File: config.mk
export PLATFORM = sky130hd
export DESIGN_NAME = dhl_host
export DESIGN_NICKNAME = d
export VERILOG_FILES = /design/src/verilog/dhl_pkg.sv /design/src/verilog/dhl_host.sv
export SDC_FILE = /design/constraint.sdc
export NUM_CORES = 1
export LEC_CHECK = 0
export BUFFER_PORTS_ARGS = -buffer_cell sky130_fd_sc_hd__buf_2
export CAP_MARGIN = 0
export CORE_MARGIN = 2
export CORE_UTILIZATION = 56
export CTS_CLUSTER_SIZE = 25
export DETAILED_ROUTE_END_ITERATION = 10
export GPL_TIMING_DRIVEN = 1
export PLACE_DENSITY = 0.78
export SLEW_MARGIN = 0
export SYNTH_ARGS = -nofsm -noshare
export SYNTH_HDL_FRONTEND = slang
export SYNTH_SLANG_ARGS = --single-unit
File: constraint.sdc
create_clock -name mclk -period 8.61 [get_ports mclk]
set_input_delay 1.722 -clock mclk [delete_from_list [all_inputs] [get_ports mclk]]
set_output_delay 1.722 -clock mclk [all_outputs]
set_load 0.01 [all_outputs]
File: src/verilog/dhl_pkg.sv
// Purpose: constants, types and lane maps for the display host bus controller
// Assumes: mclk at 100 MHz; one display module on the far side
// Notes:   straps, lane maps and RGB geometry shared by design and bench
package dhl_pkg;
    // ------------------------------------------------------------
    // Timing
    // ------------------------------------------------------------
    localparam int CLK_NS    = 10;
    localparam int T_RESW_NS = 10000;
    localparam int T_REST_NS = 120000000;
    localparam int T_CS_NS   = 15;
    localparam int T_WRL_NS  = 15;
    localparam int T_WC_NS   = 66;
    localparam int T_RDL_NS  = 355;
    localparam int T_RDH_NS  = 90;
    localparam int T_DOT_NS  = 100;
    localparam int RESW_CYC  = (T_RESW_NS + CLK_NS - 1) / CLK_NS;
    localparam int REST_CYC  = (T_REST_NS + CLK_NS - 1) / CLK_NS;
    localparam int CS_CYC    = (T_CS_NS + CLK_NS - 1) / CLK_NS;
    localparam int WRL_CYC   = (T_WRL_NS + CLK_NS - 1) / CLK_NS;
    localparam int WRH_CYC   = (T_WC_NS + CLK_NS - 1) / CLK_NS - WRL_CYC;
    localparam int RDL_CYC   = (T_RDL_NS + CLK_NS - 1) / CLK_NS;
    localparam int RDH_CYC   = (T_RDH_NS + CLK_NS - 1) / CLK_NS;
    localparam int DOT_HALF  = (T_DOT_NS + 2 * CLK_NS - 1) / (2 * CLK_NS);
    // ------------------------------------------------------------
    // RGB geometry
    // ------------------------------------------------------------
    localparam int H_ACTIVE = 240;
    localparam int V_ACTIVE = 320;
    localparam int H_SYNC   = 10;
    localparam int H_BACK   = 20;
    localparam int H_FRONT  = 10;
    localparam int V_SYNC   = 2;
    localparam int V_BACK   = 2;
    localparam int V_FRONT  = 4;
    // ------------------------------------------------------------
    // Types
    // ------------------------------------------------------------
    typedef enum logic [2:0] {
        MODE_PAR8, MODE_PAR9, MODE_PAR16, MODE_PAR18,
        MODE_RGB6, MODE_RGB16, MODE_RGB18, MODE_SPI4
    } dhl_mode_t;
    typedef enum logic {PARALLEL_LAYOUT_LOW, PARALLEL_LAYOUT_HIGH} dhl_layout_t;
    typedef struct packed {
        logic        read;
        logic        is_data;
        logic [17:0] word;
    } dhl_req_t;
    typedef struct packed {
        logic [5:0] red;
        logic [5:0] green;
        logic [5:0] blue;
    } dhl_pix_t;
    // ------------------------------------------------------------
    // Functions
    // ------------------------------------------------------------
    function automatic logic [3:0] strap_code(dhl_mode_t m, dhl_layout_t l);
        strap_code = {l, m};
    endfunction
    // Word to lanes; lanes outside the mode come out low
    function automatic logic [17:0] lane_map(dhl_mode_t m, dhl_layout_t l,
                                             logic [17:0] w);
        logic hi;
        hi = (l == PARALLEL_LAYOUT_HIGH);
        case (m)
            MODE_PAR8:  lane_map = hi ? {w[7:0], 10'h000} : {10'h000, w[7:0]};
            MODE_PAR9:  lane_map = hi ? {w[8:0], 9'h000} : {9'h000, w[8:0]};
            MODE_PAR16: lane_map = {w[15:8], 1'b0, w[7:0], 1'b0};
            MODE_PAR18: lane_map = w;
            MODE_RGB6:  lane_map = {12'h000, w[5:0]};
            MODE_RGB16: lane_map = {w[17:13], 1'b0, w[11:6], w[5:1], 1'b0};
            MODE_RGB18: lane_map = w;
            default:    lane_map = 18'h0_0000;
        endcase
    endfunction
    function automatic logic [17:0] lane_unmap(dhl_mode_t m, dhl_layout_t l,
                                               logic [17:0] d);
        logic hi;
        hi = (l == PARALLEL_LAYOUT_HIGH);
        case (m)
            MODE_PAR8:  lane_unmap = {10'h000, hi ? d[17:10] : d[7:0]};
            MODE_PAR9:  lane_unmap = {9'h000, hi ? d[17:9] : d[8:0]};
            MODE_PAR16: lane_unmap = {2'b00, d[17:10], d[8:1]};
            MODE_PAR18: lane_unmap = d;
            default:    lane_unmap = 18'h0_0000;
        endcase
    endfunction
endpackage

File: src/verilog/dhl_host.sv
// Purpose: host side of a TFT display module bus: reset, straps,
//          8080-style transfers and RGB pixel streaming
// Assumes: mode and layout settle while rstn is low or the display
//          reset pulse is running; lanes in pass two flip-flops
// Notes:   pixel clock is divided from mclk, so one clock domain
`timescale 1ns/1ps
module dhl_host #(
    parameter int REST_CYCLES = dhl_pkg::REST_CYC,
    parameter int H_ACT       = dhl_pkg::H_ACTIVE,
    parameter int V_ACT       = dhl_pkg::V_ACTIVE
) (
    // Clock and reset
    input  wire logic                mclk,
    input  wire logic                rstn,
    // Configuration
    input  wire dhl_pkg::dhl_mode_t   cfg_mode,
    input  wire dhl_pkg::dhl_layout_t cfg_layout,
    output logic                     link_ready,
    // Bus transfers
    input  wire logic                req_valid,
    input  wire dhl_pkg::dhl_req_t    req,
    output logic                     req_ready,
    output logic                     rsp_valid,
    output logic [17:0]              rsp_word,
    // Pixel stream
    input  wire logic                pix_valid,
    input  wire dhl_pkg::dhl_pix_t    pix,
    output logic                     pix_ready,
    // Display pins
    output logic                     module_reset_n,
    output logic                     iface_strap_0,
    output logic                     iface_strap_1,
    output logic                     iface_strap_2,
    output logic                     iface_strap_3,
    output logic                     chip_select_n,
    output logic                     cmd_data_select,
    output logic                     write_strobe_n,
    output logic                     read_strobe_n,
    output logic                     frame_sync_n,
    output logic                     line_sync_n,
    output logic                     pixel_clock,
    output logic                     data_enable,
    output logic [17:0]              host_lanes_out,
    output logic                     host_lanes_oe,
    input  wire logic [17:0]         host_lanes_in
);
    import dhl_pkg::*;

    localparam int DOT_PER = 2 * DOT_HALF;
    localparam logic [10:0] H_A0   = 11'(H_SYNC + H_BACK);
    localparam logic [10:0] V_A0   = 11'(V_SYNC + V_BACK);
    localparam logic [10:0] V_LAST = 11'(V_SYNC + V_BACK + V_ACT + V_FRONT - 1);

    typedef enum logic [1:0] {RS_HOLD, RS_WAIT, RS_RUN} dhl_rst_t;
    typedef enum logic [1:0] {BS_IDLE, BS_SETUP, BS_STROBE, BS_RECOVER} dhl_bus_t;

    dhl_rst_t    rst_st;
    logic [31:0] rst_cnt;
    dhl_mode_t   mode;
    dhl_layout_t layout;
    dhl_bus_t    bus_st;
    logic [5:0]  bus_cnt;
    dhl_req_t    cur;
    logic [17:0] lanes_meta;
    logic [17:0] lanes_sync;
    logic        running;
    logic        is_par;
    logic        is_rgb;
    logic        take;
    logic [3:0]  div_cnt;
    logic        dot_fall;
    logic        dot_pre;
    logic [10:0] h_cnt;
    logic [10:0] v_cnt;
    logic [10:0] next_h;
    logic [10:0] next_v;
    logic [10:0] act_clks;
    logic [10:0] h_last;
    logic        next_act;
    logic [1:0]  ph;
    dhl_pix_t    held;
    logic        held_ok;
    logic [17:0] rgb_word;

    assign running  = (rst_st == RS_RUN);
    assign is_par   = (mode <= MODE_PAR18);
    assign is_rgb   = (mode == MODE_RGB6) || (mode == MODE_RGB16) || (mode == MODE_RGB18);
    assign take     = pix_ready && pix_valid;
    assign dot_fall = pixel_clock && (div_cnt == 4'(DOT_HALF - 1));
    assign dot_pre  = pixel_clock && (div_cnt == 4'(DOT_HALF - 2));
    // Three lane clocks per pixel in 6-bit mode
    assign act_clks = (mode == MODE_RGB6) ? 11'(3 * H_ACT) : 11'(H_ACT);
    assign h_last   = H_A0 + act_clks + 11'(H_FRONT) - 11'd1;

    // ------------------------------------------------------------
    // Reset pulse and mode capture
    // ------------------------------------------------------------
    always_ff @(posedge mclk) begin
        if (!rstn) begin
            rst_st         <= RS_HOLD;
            rst_cnt        <= '0;
            module_reset_n <= 1'b0;
            link_ready     <= 1'b0;
        end else begin
            rst_cnt <= rst_cnt + 32'd1;
            case (rst_st)
                RS_HOLD: begin
                    if (rst_cnt == 32'(RESW_CYC - 1)) begin
                        rst_cnt        <= '0;
                        module_reset_n <= 1'b1;
                        rst_st         <= RS_WAIT;
                    end
                end
                RS_WAIT: begin
                    if (rst_cnt == 32'(REST_CYCLES - 1)) begin
                        link_ready <= 1'b1;
                        rst_st     <= RS_RUN;
                    end
                end
                RS_RUN: rst_cnt <= '0;
                default: rst_st <= RS_HOLD;
            endcase
        end
    end

    // Straps follow the mode only while the display sits in reset
    always_ff @(posedge mclk) begin
        if (!rstn || rst_st == RS_HOLD) begin
            mode   <= cfg_mode;
            layout <= cfg_layout;
        end
    end

    always_ff @(posedge mclk) begin
        {iface_strap_3, iface_strap_2, iface_strap_1, iface_strap_0}
            <= strap_code(mode, layout);
    end

    always_ff @(posedge mclk) begin
        lanes_meta <= host_lanes_in;
        lanes_sync <= lanes_meta;
    end

    // ------------------------------------------------------------
    // Parallel transfer engine
    // ------------------------------------------------------------
    always_ff @(posedge mclk) begin
        if (!rstn) begin
            bus_st          <= BS_IDLE;
            bus_cnt         <= '0;
            cur             <= '0;
            req_ready       <= 1'b0;
            chip_select_n   <= 1'b1;
            cmd_data_select <= 1'b1;
            write_strobe_n  <= 1'b1;
            read_strobe_n   <= 1'b1;
            rsp_valid       <= 1'b0;
            rsp_word        <= '0;
        end else begin
            rsp_valid <= 1'b0;
            bus_cnt   <= bus_cnt + 6'd1;
            case (bus_st)
                BS_IDLE: begin
                    bus_cnt   <= '0;
                    req_ready <= running && is_par && !(req_valid && req_ready);
                    if (req_valid && req_ready) begin
                        cur             <= req;
                        chip_select_n   <= 1'b0;
                        cmd_data_select <= req.is_data;
                        bus_st          <= BS_SETUP;
                    end
                end
                BS_SETUP: begin
                    if (bus_cnt == 6'(CS_CYC - 1)) begin
                        bus_cnt        <= '0;
                        write_strobe_n <= cur.read;
                        read_strobe_n  <= !cur.read;
                        bus_st         <= BS_STROBE;
                    end
                end
                BS_STROBE: begin
                    if (bus_cnt == (cur.read ? 6'(RDL_CYC - 1) : 6'(WRL_CYC - 1))) begin
                        bus_cnt        <= '0;
                        write_strobe_n <= 1'b1;
                        read_strobe_n  <= 1'b1;
                        bus_st         <= BS_RECOVER;
                        if (cur.read) begin
                            rsp_valid <= 1'b1;
                            rsp_word  <= lane_unmap(mode, layout, lanes_sync);
                        end
                    end
                end
                BS_RECOVER: begin
                    if (bus_cnt == (cur.read ? 6'(RDH_CYC - 1) : 6'(WRH_CYC - 1))) begin
                        chip_select_n <= 1'b1;
                        bus_st        <= BS_IDLE;
                    end
                end
                default: bus_st <= BS_IDLE;
            endcase
        end
    end

    // ------------------------------------------------------------
    // Lane driver
    // ------------------------------------------------------------
    // Lanes are always driven except across a read, so nothing floats
    always_ff @(posedge mclk) begin
        if (!rstn) begin
            host_lanes_out <= '0;
            host_lanes_oe  <= 1'b1;
        end else if (is_rgb) begin
            host_lanes_oe <= 1'b1;
            if (dot_fall) begin
                host_lanes_out <= rgb_word;
            end
        end else if (bus_st == BS_IDLE && req_valid && req_ready) begin
            host_lanes_out <= req.read ? 18'h0_0000 : lane_map(mode, layout, req.word);
            host_lanes_oe  <= !req.read;
        end else if (bus_st == BS_IDLE) begin
            host_lanes_oe <= 1'b1;
        end
    end

    // ------------------------------------------------------------
    // RGB timing
    // ------------------------------------------------------------
    always_ff @(posedge mclk) begin
        if (!rstn || !(running && is_rgb)) begin
            div_cnt     <= '0;
            pixel_clock <= 1'b0;
        end else if (div_cnt == 4'(DOT_HALF - 1)) begin
            div_cnt     <= '0;
            pixel_clock <= !pixel_clock;
        end else begin
            div_cnt <= div_cnt + 4'd1;
        end
    end

    always_comb begin
        next_h = h_cnt + 11'd1;
        next_v = v_cnt;
        if (h_cnt == h_last) begin
            next_h = '0;
            next_v = (v_cnt == V_LAST) ? 11'd0 : v_cnt + 11'd1;
        end
        next_act = (next_h >= H_A0) && (next_h < H_A0 + act_clks)
                && (next_v >= V_A0) && (next_v < V_A0 + 11'(V_ACT));
    end

    always_comb begin
        rgb_word = '0;
        if (ph == 2'd1) begin
            rgb_word = held_ok ? {12'h000, held.green} : 18'h0_0000;
        end else if (ph == 2'd2) begin
            rgb_word = held_ok ? {12'h000, held.blue} : 18'h0_0000;
        end else if (take) begin
            rgb_word = (mode == MODE_RGB6) ? {12'h000, pix.red} : lane_map(mode, layout, pix);
        end
        if (!next_act) begin
            rgb_word = '0;
        end
    end

    // Outputs change on the pixel clock fall, half a period before the
    // display samples, which covers setup and hold with margin
    always_ff @(posedge mclk) begin
        if (!rstn || !(running && is_rgb)) begin
            h_cnt        <= h_last;
            v_cnt        <= V_LAST;
            ph           <= '0;
            held         <= '0;
            held_ok      <= 1'b0;
            pix_ready    <= 1'b0;
            frame_sync_n <= 1'b1;
            line_sync_n  <= 1'b1;
            data_enable  <= 1'b0;
        end else begin
            pix_ready <= dot_pre && next_act && (ph == 2'd0);
            if (dot_fall) begin
                h_cnt        <= next_h;
                v_cnt        <= next_v;
                frame_sync_n <= !(next_v < 11'(V_SYNC));
                line_sync_n  <= !(next_h < 11'(H_SYNC));
                data_enable  <= next_act && ((ph == 2'd0) ? take : held_ok);
                if (ph == 2'd0) begin
                    held    <= pix;
                    held_ok <= take;
                end
                if (next_act && mode == MODE_RGB6) begin
                    ph <= (ph == 2'd2) ? 2'd0 : ph + 2'd1;
                end else begin
                    ph <= '0;
                end
            end
        end
    end

    // ------------------------------------------------------------
    // Assertions
    // ------------------------------------------------------------
    a_reset_pulse_low: assert property (@(posedge mclk)
        $fell(rstn) |=> !module_reset_n [*8])
        else $error("display reset not held low");
    a_strobe_needs_cs: assert property (@(posedge mclk) disable iff (!rstn)
        (!write_strobe_n || !read_strobe_n) |-> !chip_select_n)
        else $error("strobe without chip select");
    a_write_edge_data: assert property (@(posedge mclk) disable iff (!rstn)
        $rose(write_strobe_n) |-> host_lanes_oe && $stable(host_lanes_out)
                                  && $stable(cmd_data_select))
        else $error("write data moved at strobe rise");
    a_read_bus_free: assert property (@(posedge mclk) disable iff (!rstn)
        !read_strobe_n |-> !host_lanes_oe)
        else $error("host drives lanes during read");
    a_cmd_data_level: assert property (@(posedge mclk) disable iff (!rstn)
        $fell(write_strobe_n) |-> cmd_data_select == cur.is_data)
        else $error("command/data select wrong");
    a_unused_lanes_low: assert property (@(posedge mclk) disable iff (!rstn)
        host_lanes_oe |-> (host_lanes_out & ~lane_map(mode, layout, 18'h3_FFFF)) == 18'h0_0000)
        else $error("unused lane driven high");
    a_de_in_active: assert property (@(posedge mclk) disable iff (!rstn)
        data_enable |-> is_rgb && line_sync_n && frame_sync_n)
        else $error("data enable outside active area");
    a_frame_on_line: assert property (@(posedge mclk) disable iff (!rstn)
        $fell(frame_sync_n) |-> !line_sync_n)
        else $error("frame sync not on line start");
    a_dot_period: assert property (@(posedge mclk) disable iff (!rstn)
        $rose(pixel_clock) && running && is_rgb |-> ##DOT_PER $rose(pixel_clock))
        else $error("pixel clock period wrong");
    a_strap_steady: assert property (@(posedge mclk) disable iff (!rstn)
        module_reset_n && $past(module_reset_n)
            |-> $stable({iface_strap_3, iface_strap_2, iface_strap_1, iface_strap_0}))
        else $error("straps changed after reset");

    c_write_cmd: cover property (@(posedge mclk) disable iff (!rstn)
        $rose(write_strobe_n) && !cmd_data_select);
    c_read_done: cover property (@(posedge mclk) disable iff (!rstn) rsp_valid);
    c_pixel_out: cover property (@(posedge mclk) disable iff (!rstn) $rose(data_enable));
    c_frame_start: cover property (@(posedge mclk) disable iff (!rstn) $fell(frame_sync_n));
endmodule

==> metrics.md, run 1 <==
| Metric | Value |
|---|---|
| Die width | 128 um |
| Max VDD drop | 0.155 mV |
| Warnings, synthesis | 0 |
| WL/cell | 17.6 um |
| Routed vias/inst | 6.08 |
| GPL Wtd Cong | 0.951 |
| Post-route ant nets | 0 |
| Antenna diode count | 0 |
| Filler Cells Inserted | 1,347 |
| PwrDens | 182 nW/um2 |
| GRT Util Overall | 28.9% |
| PostCTS Resize Cnt | 0 |
| HP Class | flop to flop |
| # Post-CTS Setup Buffers | 0 |
| Tcrit/Tclk final | between 50% and 60% |
| Clock sinks | 178 |
| Final setup fails | 0 |
| Ys flop type | dfxtp_1 |
| Max-cap check violation count | 0 |
| Clock tree buffer depth | 2 |
| Clk_skew | ~7.6 ps |
| Vias in the first global route | 7,427 |
| Syn avg cell area | ~8 um2 |
| Mapped Cells | approximately 1,100 |
| DIE HEIGHT | 128 um |
| Most common cell after layout, fill and taps aside | dfxtp_1 |
| Layout cell share with drive strength beyond 1 | 15.0% |
| CTS tree | built |
| CTS Root Cell | clkbuf_16 |
| Seq/Total Area, Yosys | between 40 and 50% |
| # rows | 45 |
| Final slew viol count | 0 |
| Maximum clock frequency | 203 MHz |
| DRT Pass-1 Iters | 5 |
| Die Area | 16,500 um2 |
| Critical Path AT | between 5000 and 6000 ps |
| Routed WL | 23,500 um |
| I/O pin count | 118 |
| Core Area | between 15,000 and 20,000 um2 |
| Inserted Clock Buffers | 17 |
| Worst setup EP type | flop |
| Largest net degree at the start of global routing | 67 |
| Global-route wire length before repair | 37,700 um |
| DP Wirelength | 16,900 um |
| Critical path type | flop to flop |
| Leakage | 0.00384 uW |
| Syn nets | 1,140 |
| DRC | 0 |
| Gr ovfl total | 0 |
| Nets@finish | 1,216 |
| Critical Path Fanout Max | 24 |
| Antenna violations before repair | 0 |
| Fin Hold WS | 326 ps |
| P&R area growth vs syn | 13.5% |
| Routed vias | 8,118 |
| Unrepaired setup endpoints after global routing | no |
| PortBufs | 117 |
| Initial drt markers | between 700 and 800 |
| Area of the multi-input gates | about 4600 um2 |
| Synthesized flop and latch total | 178 |
| Setup_tns | 0 ps |
| Register area | 3710 um2 |
| Startpoint types | flop |
| Most frequent cells in the layout | dfxtp_1 (163), nor2_1 (154), buf_2 (117) |
| Mapped Area | 8660 um2 |
| EDFF count, synth | 15 |
| Asr flop ratio synth | 0% |
| Worst-Margin Slew | 1180 ps |
| Final hold viol count | 0 |
| Clk slew on worst S/H paths | 70 ps |
| Distinct cell type count after synthesis | 64 |
| Clk_lat worst skew | 440 ps |
| H-tree lvl count | 4 |
| Number of hold buffers added after CTS | 0 |
| Slew headroom | 21.1% |
| Initial Util | around 57% |
| Minimum clock period after layout | 4920 ps |
| Status | finished, final reports clean |
| Req. time, crit path | about 9000 ps |
sequential cells by signal, indices dropped and copies added, names as in the netlist, 6 cells and up:
name            count
host_lanes_out     18
lanes_sync         18
held               12
rsp_word           18
h_cnt              11
bus_cnt             6
lanes_meta         18
rst_cnt            32
v_cnt              11
where the power goes:
part / total (uW) / switching [uW] / internal (uW)
clock network: 766 / 375 / 391
registers: 864 / 14.1 / 850
logic: 161 / 103 / 58.7
worst paths after layout:
check | startpoint | endpoint | slack (ps) | cells after the start
worst min register to register | lanes_meta[5]$_DFF_P_ | lanes_sync[5]$_DFF_P_ | 330 | 0
worst max-delay path | mode[1]$_DFFE_PP_ | host_lanes_out[10]$_SDFFE_PN0P_ | 3690 | 14
worst min-delay path | lanes_meta[5]$_DFF_P_ | lanes_sync[5]$_DFF_P_ | 330 | 0
worst max register to register | mode[1]$_DFFE_PP_ | host_lanes_out[10]$_SDFFE_PN0P_ | 3690 | 14
layout make-up:
cell class	instances	area share (%)
repair buffers	124	6.49
multi-input cells	792	46.6
inverters	21	0.814
well taps	188	2.39
flip-flops and latches	178	37.8
clock inverters	15	1.59
clock buffers	17	4.33
per-layer routing:
| metal | GRT usage, % | share of wire, % | up-vias |
|---|---|---|---|
| met5 | 0 | 0 | - |
| met4 | 11.6 | 3.0 | 0 |
| met2 | 45.7 | 46 | 358 |
| met3 | 5.36 | 7.7 | 54 |
| met1 | 39.2 | 43 | 3777 |
| li1 | - | - | 3929 |
logic make-up (layout without fill, tap and decap cells):
group                      Yosys count  after routing  share of synthesized area [%]
AOI/OAI and AO/OA                  282            282                           20.8
xor gates and xnor gates            49             49                           4.95
adders and majority gates           18             18                           2.60
buffers and inverters               88            177                           4.25
DFF                                178            178                           42.9
muxes                               11             11                           1.29
and+or+nand+nor                    432            432                           23.2
synthesized netlist by cell type (5+ instances only):
library cell / count / area (um2)
a41oi_1: 9 / 78.8
nand2_1: 106 / 398
xor2_1: 28 / 245
nand3_1: 45 / 225
nor3b_1: 5 / 37.5
o21ai_0: 74 / 370
or3_1: 8 / 50.1
nand4_1: 16 / 100
a22o_1: 10 / 87.6
inv_1: 20 / 75.1
nor2_1: 154 / 578
dfxtp_1: 163 / 3260
and3_1: 13 / 81.3
xnor2_1: 21 / 184
a211oi_1: 9 / 67.6
a221o_1: 7 / 70.1
nor2b_1: 10 / 62.6
nor4_1: 12 / 75.1
a21oi_1: 70 / 350
o21a_1: 5 / 37.5
ha_1: 18 / 225
mux2i_1: 10 / 100
nor3_1: 23 / 115
a31oi_1: 12 / 75.1
buf_2: 5 / 25.0
or2_2: 5 / 31.3
nand2b_1: 12 / 75.1
and2_1: 7 / 43.8
o211ai_1: 10 / 75.1
edfxtp_1: 15 / 450
clkbuf_1: 55 / 206
a22oi_1: 46 / 345
per-stage QoR:
| stage | instance area (um2) | util (%) | total power (uW) | cells | setup WS [ps] |
|---|---|---|---|---|---|
| 2_1_floorplan | 8660 | - | 989 | 1058 | 4710 |
| 5_1_grt | 9840 | 64.9 | 1850 | 1335 | 3360 |
| 6_report | 9840 | 64.9 | 1790 | 1335 | 3690 |
| 3_5_place_dp | 9250 | 61.1 | 1040 | 1303 | 3940 |
| 3_3_place_gp | 9250 | 61.1 | 1040 | 1303 | 4000 |
| 4_1_cts | 9840 | 64.9 | 1800 | 1335 | 3780 |
critical path, stage by stage, from the launching register on:
cell	delay [ps]
edfxtp_1	860
or3b_4	340
clkinv_2	120
nor4_2	370
o21a_1	580
nor2_1	150
ha_1	330
nand3_1	110
nor3_1	60
a2111oi_0	470
nand3_1	120
or4_1	550
o21ba_4	420
nand4_1	140
a31oi_1	200
Note: power is estimated with default switching activity, not from simulation.
==> inputs of run 2 (changes only) <==
--- a/config.mk
+++ b/config.mk
@@ -8,11 +8,11 @@
 export BUFFER_PORTS_ARGS = -buffer_cell sky130_fd_sc_hd__buf_2
 export CAP_MARGIN = 0
 export CORE_MARGIN = 2
-export CORE_UTILIZATION = 56
+export CORE_UTILIZATION = 52
 export CTS_CLUSTER_SIZE = 25
 export DETAILED_ROUTE_END_ITERATION = 10
 export GPL_TIMING_DRIVEN = 1
-export PLACE_DENSITY = 0.78
+export PLACE_DENSITY = 0.76
 export SLEW_MARGIN = 0
 export SYNTH_ARGS = -nofsm -noshare
 export SYNTH_HDL_FRONTEND = slang
==> constraint.sdc (replaced) <==
create_clock -name mclk -period 4.4 [get_ports mclk]
set_input_delay 0.88 -clock mclk [delete_from_list [all_inputs] [get_ports mclk]]
set_output_delay 0.88 -clock mclk [all_outputs]
set_load 0.01 [all_outputs]
==> metrics.md, run 2 (synthesis results as in run 1) <==
| Metric | Value |
|---|---|
| Final setup fails | 0 |
| Number of hold buffers added after CTS | 0 |
| Status | finished, final reports clean |
| # rows | 47 |
| Internal | between 2000 and 3000 uW |
| H-tree lvl count | 4 |
| WL/cell | 17.3 um |
| Leakage | between 0.003 and 0.004 uW |
| Psw | 918 uW |
| PortBufs | ~120 |
| GPL Wtd Cong | around 0.94 |
| Clk_skew | about 11 ps |
| Biggest register | rst_cnt |
| Req. time, crit path | about 4800 ps |
| Final hold viol count | 0 |
| Core Area | 16,400 um2 |
| Final Core Density | about three fifths |
| Clk slew on worst S/H paths | 70 ps |
| DRT Pass-1 Iters | 5 |
| Fin Hold WS | ~320 ps |
| Worst-Margin Slew | 1150 ps |
| Combinational Power Share | 9.2% |
| Maximum clock frequency | 247 MHz |
| Max reg flops | 32 |
| Switching share of power | 26.3% |
| Critical Path Fanout Max | 21 |
| Clk network pwr share | around 43% |
| Clock sinks | 178 |
| Final slew viol count | 0 |
| P&R area growth vs syn | 14.4% |
| Most common cell after layout, fill and taps aside | dfxtp_1 |
| Clk_lat worst skew | 440 ps |
| Inserted Clock Buffers | 17 |
| Largest net degree at the start of global routing | between 60 and 70 |
| Vias in the first global route | 7,415 |
| Clock tree buffer depth | 2 |
| I/O pin count | 118 |
| Layout cell share with drive strength beyond 1 | 15.4% |
| Post-route ant nets | 0 |
| Die Area | 17,700 um2 |
| Initial Util | 52.8% |
| Critical path type | flop to flop |
| R2r setup slk | 360 ps |
| Total power | approximately 3500 uW |
| Max VDD drop | 0.286 mV |
| Setup_tns | 0 ps |
| Unrepaired setup endpoints after global routing | no |
| Gr ovfl total | 0 |
| DIE HEIGHT | 133 um |
| Minimum clock period after layout | 4040 ps |
| Initial drt markers | about 800 |
| PostCTS Resize Cnt | 0 |
| Routed vias | about 8,100 |
| Die width | 133 um |
| Startpoint types | flop |
| Routed vias/inst | 5.94 |
| Seq pwr share | 48.3% |
| Routed WL | 23,700 um |
| HP Class | flop to flop |
| CTS tree | built |
| Nets@finish | about 1,200 |
| PwrDens | 353 nW/um2 |
| Antenna violations before repair | 1 |
| Most frequent cells in the layout | dfxtp_1 (163), nor2_1 (154), buf_2 (117) |
| DP Wirelength | 17,200 um |
| Worst setup EP type | flop |
| DRC | 0 |
| CTS Root Cell | clkbuf_16 |
| Max-cap check violation count | 0 |
| Global-route wire length before repair | 37,800 um |
| # Post-CTS Setup Buffers | 0 |
| Tcrit/Tclk final | between 90% and 100% |
| Antenna diode count | 0 |
| Critical Path AT | 4410 ps |
| GRT Util Overall | 26.9% |
| Slew headroom | a little under a quarter |
## run 2: power groups by stage
stage                     Clock (uW)  Combinational (uW)  Sequential, uW
after floorplan                    0                 219            1720
after global placement             0                 312            1720
after detailed placement           0                 315            1720
after CTS                       1500                 318            1690
after global routing            1570                 354            1690
final                           1490                 323            1690
## run 2: path summary, 6_finish.rpt
kind                    startpoint                             end  depth (start not counted)
max             h_cnt[7]$_DFFE_PP_  host_lanes_out[4]$_SDFFE_PN0P_                         13
min reg2reg  lanes_meta[8]$_DFF_P_           lanes_sync[8]$_DFF_P_                          0
max reg2reg     h_cnt[7]$_DFFE_PP_  host_lanes_out[4]$_SDFFE_PN0P_                         13
min          lanes_meta[8]$_DFF_P_           lanes_sync[8]$_DFF_P_                          0
## run 2: final cells by class
cell class	count	area [um2]
Fill cell	1410	6500
Multi-Input combinational cell	792	4590
Sequential cell	178	3710
Timing Repair Buffer	129	676
Clock buffer	17	425
Tap cell	220	275
Clock inverter	14	150
Inverter	21	80.1
## run 2: per-stage QoR
| step | area [um2] | setup WS [ps] | std cells |
|---|---|---|---|
| 2_1_floorplan | 8660 | 498 | 1058 |
| 3_3_place_gp | 9330 | 470 | 1340 |
| 3_5_place_dp | 9330 | 402 | 1340 |
| 4_1_cts | 9910 | 347 | 1371 |
| 5_1_grt | 9910 | 33.6 | 1371 |
| 6_report | 9910 | 359 | 1371 |
## run 2: layer usage
| metal | track usage, % | wire, um |
|---|---|---|
| met5 | 0 | 12 |
| met4 | 13.0 | 933 |
| met3 | 5.71 | 1790 |
| met2 | 42.1 | 10700 |
| met1 | 35.4 | 10200 |
## run 2: critical path, stage by stage (launching register included)
cell,delay (ps)
edfxtp_1,520
or3_1,420
nor4_2,300
o21a_1,280
nor2_1,110
ha_1,310
nand3_1,120
nor3_1,60
a2111oi_0,410
nand3_1,110
or4_1,560
o21ba_4,420
a41oi_1,180
a21oi_1,180
==> inputs of run 3 (changes only) <==
--- a/config.mk
+++ b/config.mk
@@ -11,8 +11,9 @@
 export CORE_UTILIZATION = 52
 export CTS_CLUSTER_SIZE = 25
 export DETAILED_ROUTE_END_ITERATION = 10
+export GPL_ROUTABILITY_DRIVEN = 0
 export GPL_TIMING_DRIVEN = 1
-export PLACE_DENSITY = 0.76
+export PLACE_DENSITY_LB_ADDON = 0.2
 export SLEW_MARGIN = 0
 export SYNTH_ARGS = -nofsm -noshare
 export SYNTH_HDL_FRONTEND = slang
==> metrics.md, run 3 (synthesis results as in run 1) <==
| Metric | Value |
|---|---|
| Filler Cells Inserted | 1,488 |
| Placed Instances | 1,339 |
| # Post-CTS Setup Buffers | 0 |
| Startpoint types | flop |
| Register area | between 3000 and 4000 um2 |
| Place WS | ~340 ps |
| Routed vias | a little over 8,000 |
| Final cell count without fillers | 1,373 |
| Critical Path Source | h_cnt[0]$_SDFFCE_PP1P_ |
| PostCTS Resize Cnt | 0 |
| Unrepaired setup endpoints after global routing | no |
| Tcrit/Tclk final | 91.1% |
| Die width | roughly 130 um |
| # rows | 47 |
| Critical path type | flop to flop |
| Layout cell share with drive strength beyond 1 | between 15 and 20% |
| Clk_skew | 9.66 ps |
| Clock sinks | 178 |
| Critical Path, Cell by Cell | ha_2, nand3_1, nor2_1, nand3_1, xor2_1, nor2_1, ha_1, nand3_1, nor3_1, a2111oi_0, nand3_1, or4_1, o21ba_4, nand4_1, a31oi_1 |
| DP Wirelength | approximately 17,000 um |
| Biggest register | rst_cnt |
| DRT Pass-1 Iters | 5 |
| Final setup fails | 0 |
| Leakage | 0.00386 uW |
| Crit-path slowest cell | or4_1 |
| CTS tree | built |
| Nets@finish | 1,220 |
| Antenna violations before repair | 5 |
| Max reg flops | 32 |
| Global-route wire length before repair | about 39,000 um |
| Routed vias/inst | 5.86 |
| Worst-Margin Slew | 1150 ps |
| Most frequent cells in the layout | dfxtp_1 (163), nor2_1 (154), buf_2 (117) |
| Status | finished, final reports clean |
| Critical path's largest stage delay | 560 ps |
| Final slew viol count | 0 |
| Die Area | 17,700 um2 |
| Inserted Clock Buffers | 17 |
| Slew headroom | 22.6% |
| Post-route ant nets | 0 |
| Number of hold buffers added after CTS | 0 |
| CTS Root Cell | clkbuf_16 |
| I/O pin count | 118 |
| PortBufs | between 100 and 150 |
| Gr ovfl total | 0 |
| CP most frequent cell | nand3_1 |
| Area of the multi-input gates | 4590 um2 |
| Critical Path Fanout Max | 21 |
| Maximum clock frequency | around 250 MHz |
| Core Area | 16,400 um2 |
| Most common cell after layout, fill and taps aside | dfxtp_1 |
| Max VDD drop | 0.288 mV |
| HP Class | flop to flop |
| Clk slew on worst S/H paths | approximately 70 ps |
| WL/cell | approximately 17 um |
| Clk_lat worst skew | 440 ps |
| Total power | 3540 uW |
| Largest net degree at the start of global routing | 66 |
| Initial drt markers | 622 |
| Clock tree buffer depth | 2 |
| PwrDens | 356 nW/um2 |
| Final hold viol count | 0 |
| H-tree lvl count | 4 |
| P&R area growth vs syn | 14.6% |
| Worst r2r src | h_cnt[0]$_SDFFCE_PP1P_ |
| Initial Util | 52.8% |
| Worst setup margin | 390 ps |
| Hold Crit Start | lanes_meta[16]$_DFF_P_ |
| Setup_tns | 0 ps |
| GRT Util Overall | 27.2% |
| Routed WL | 23,500 um |
| DIE HEIGHT | 133 um |
| Critical Path AT | 4370 ps |
| Req. time, crit path | 4760 ps |
| Vias in the first global route | about 7,500 |
| DRC | 0 |
| Worst setup EP type | flop |
| Minimum clock period after layout | between 4000 and 5000 ps |
| Max-cap check violation count | 0 |
run 3: cell type report:
type,count,share of cell area [%]
clock buffers,18,4.42
inverters,21,0.807
diodes,2,0.0504
repair buffers,128,6.73
multi-input cells,792,46.2
well taps,220,2.77
clock inverters,14,1.58
flip-flops and latches,178,37.4
run 3: where the power goes:
group	internal (uW)	leakage, uW	switching [uW]	total, uW
Clock	824	0.000293	708	1530
Combinational	118	0.00208	201	319
Sequential	1660	0.00148	23.7	1690
run 3: worst paths after layout:
path	end	slack, ps	depth (start not counted)
max reg2reg	host_lanes_out[11]$_SDFFE_PN0P_	390	15
min	lanes_sync[16]$_DFF_P_	330	0
min reg2reg	lanes_sync[16]$_DFF_P_	330	0
max	host_lanes_out[11]$_SDFFE_PN0P_	390	15
run 3: layer usage:
layer | global-route usage (%) | vias up | wire length, um
met2 | 42.7 | 333 | 10800
met4 | 10.9 | 6 | 756
met5 | 0 | - | 39
li1 | - | 3962 | -
met3 | 8.01 | 56 | 2000
met1 | 35.2 | 3688 | 9970
run 3: worst max-delay path: cells and delay by family (launching register included):
kind	cells	cell delay, ps
xor+xnor	1	160
fa+ha+maj	2	570
flops	1	440
compound gates	3	1050
simple gates	9	1730
run 3: metrics by stage:
| stage | util, % | area, um2 | hold slack, ps |
|---|---|---|---|
| 3_3_place_gp | 56.8 | 9320 | 312 |
| 4_1_cts | 60.5 | 9920 | 329 |
| 2_1_floorplan | - | 8660 | 310 |
| 6_report | 60.5 | 9930 | 329 |
| 5_1_grt | 60.5 | 9930 | 335 |
| 3_5_place_dp | 56.8 | 9320 | 312 |
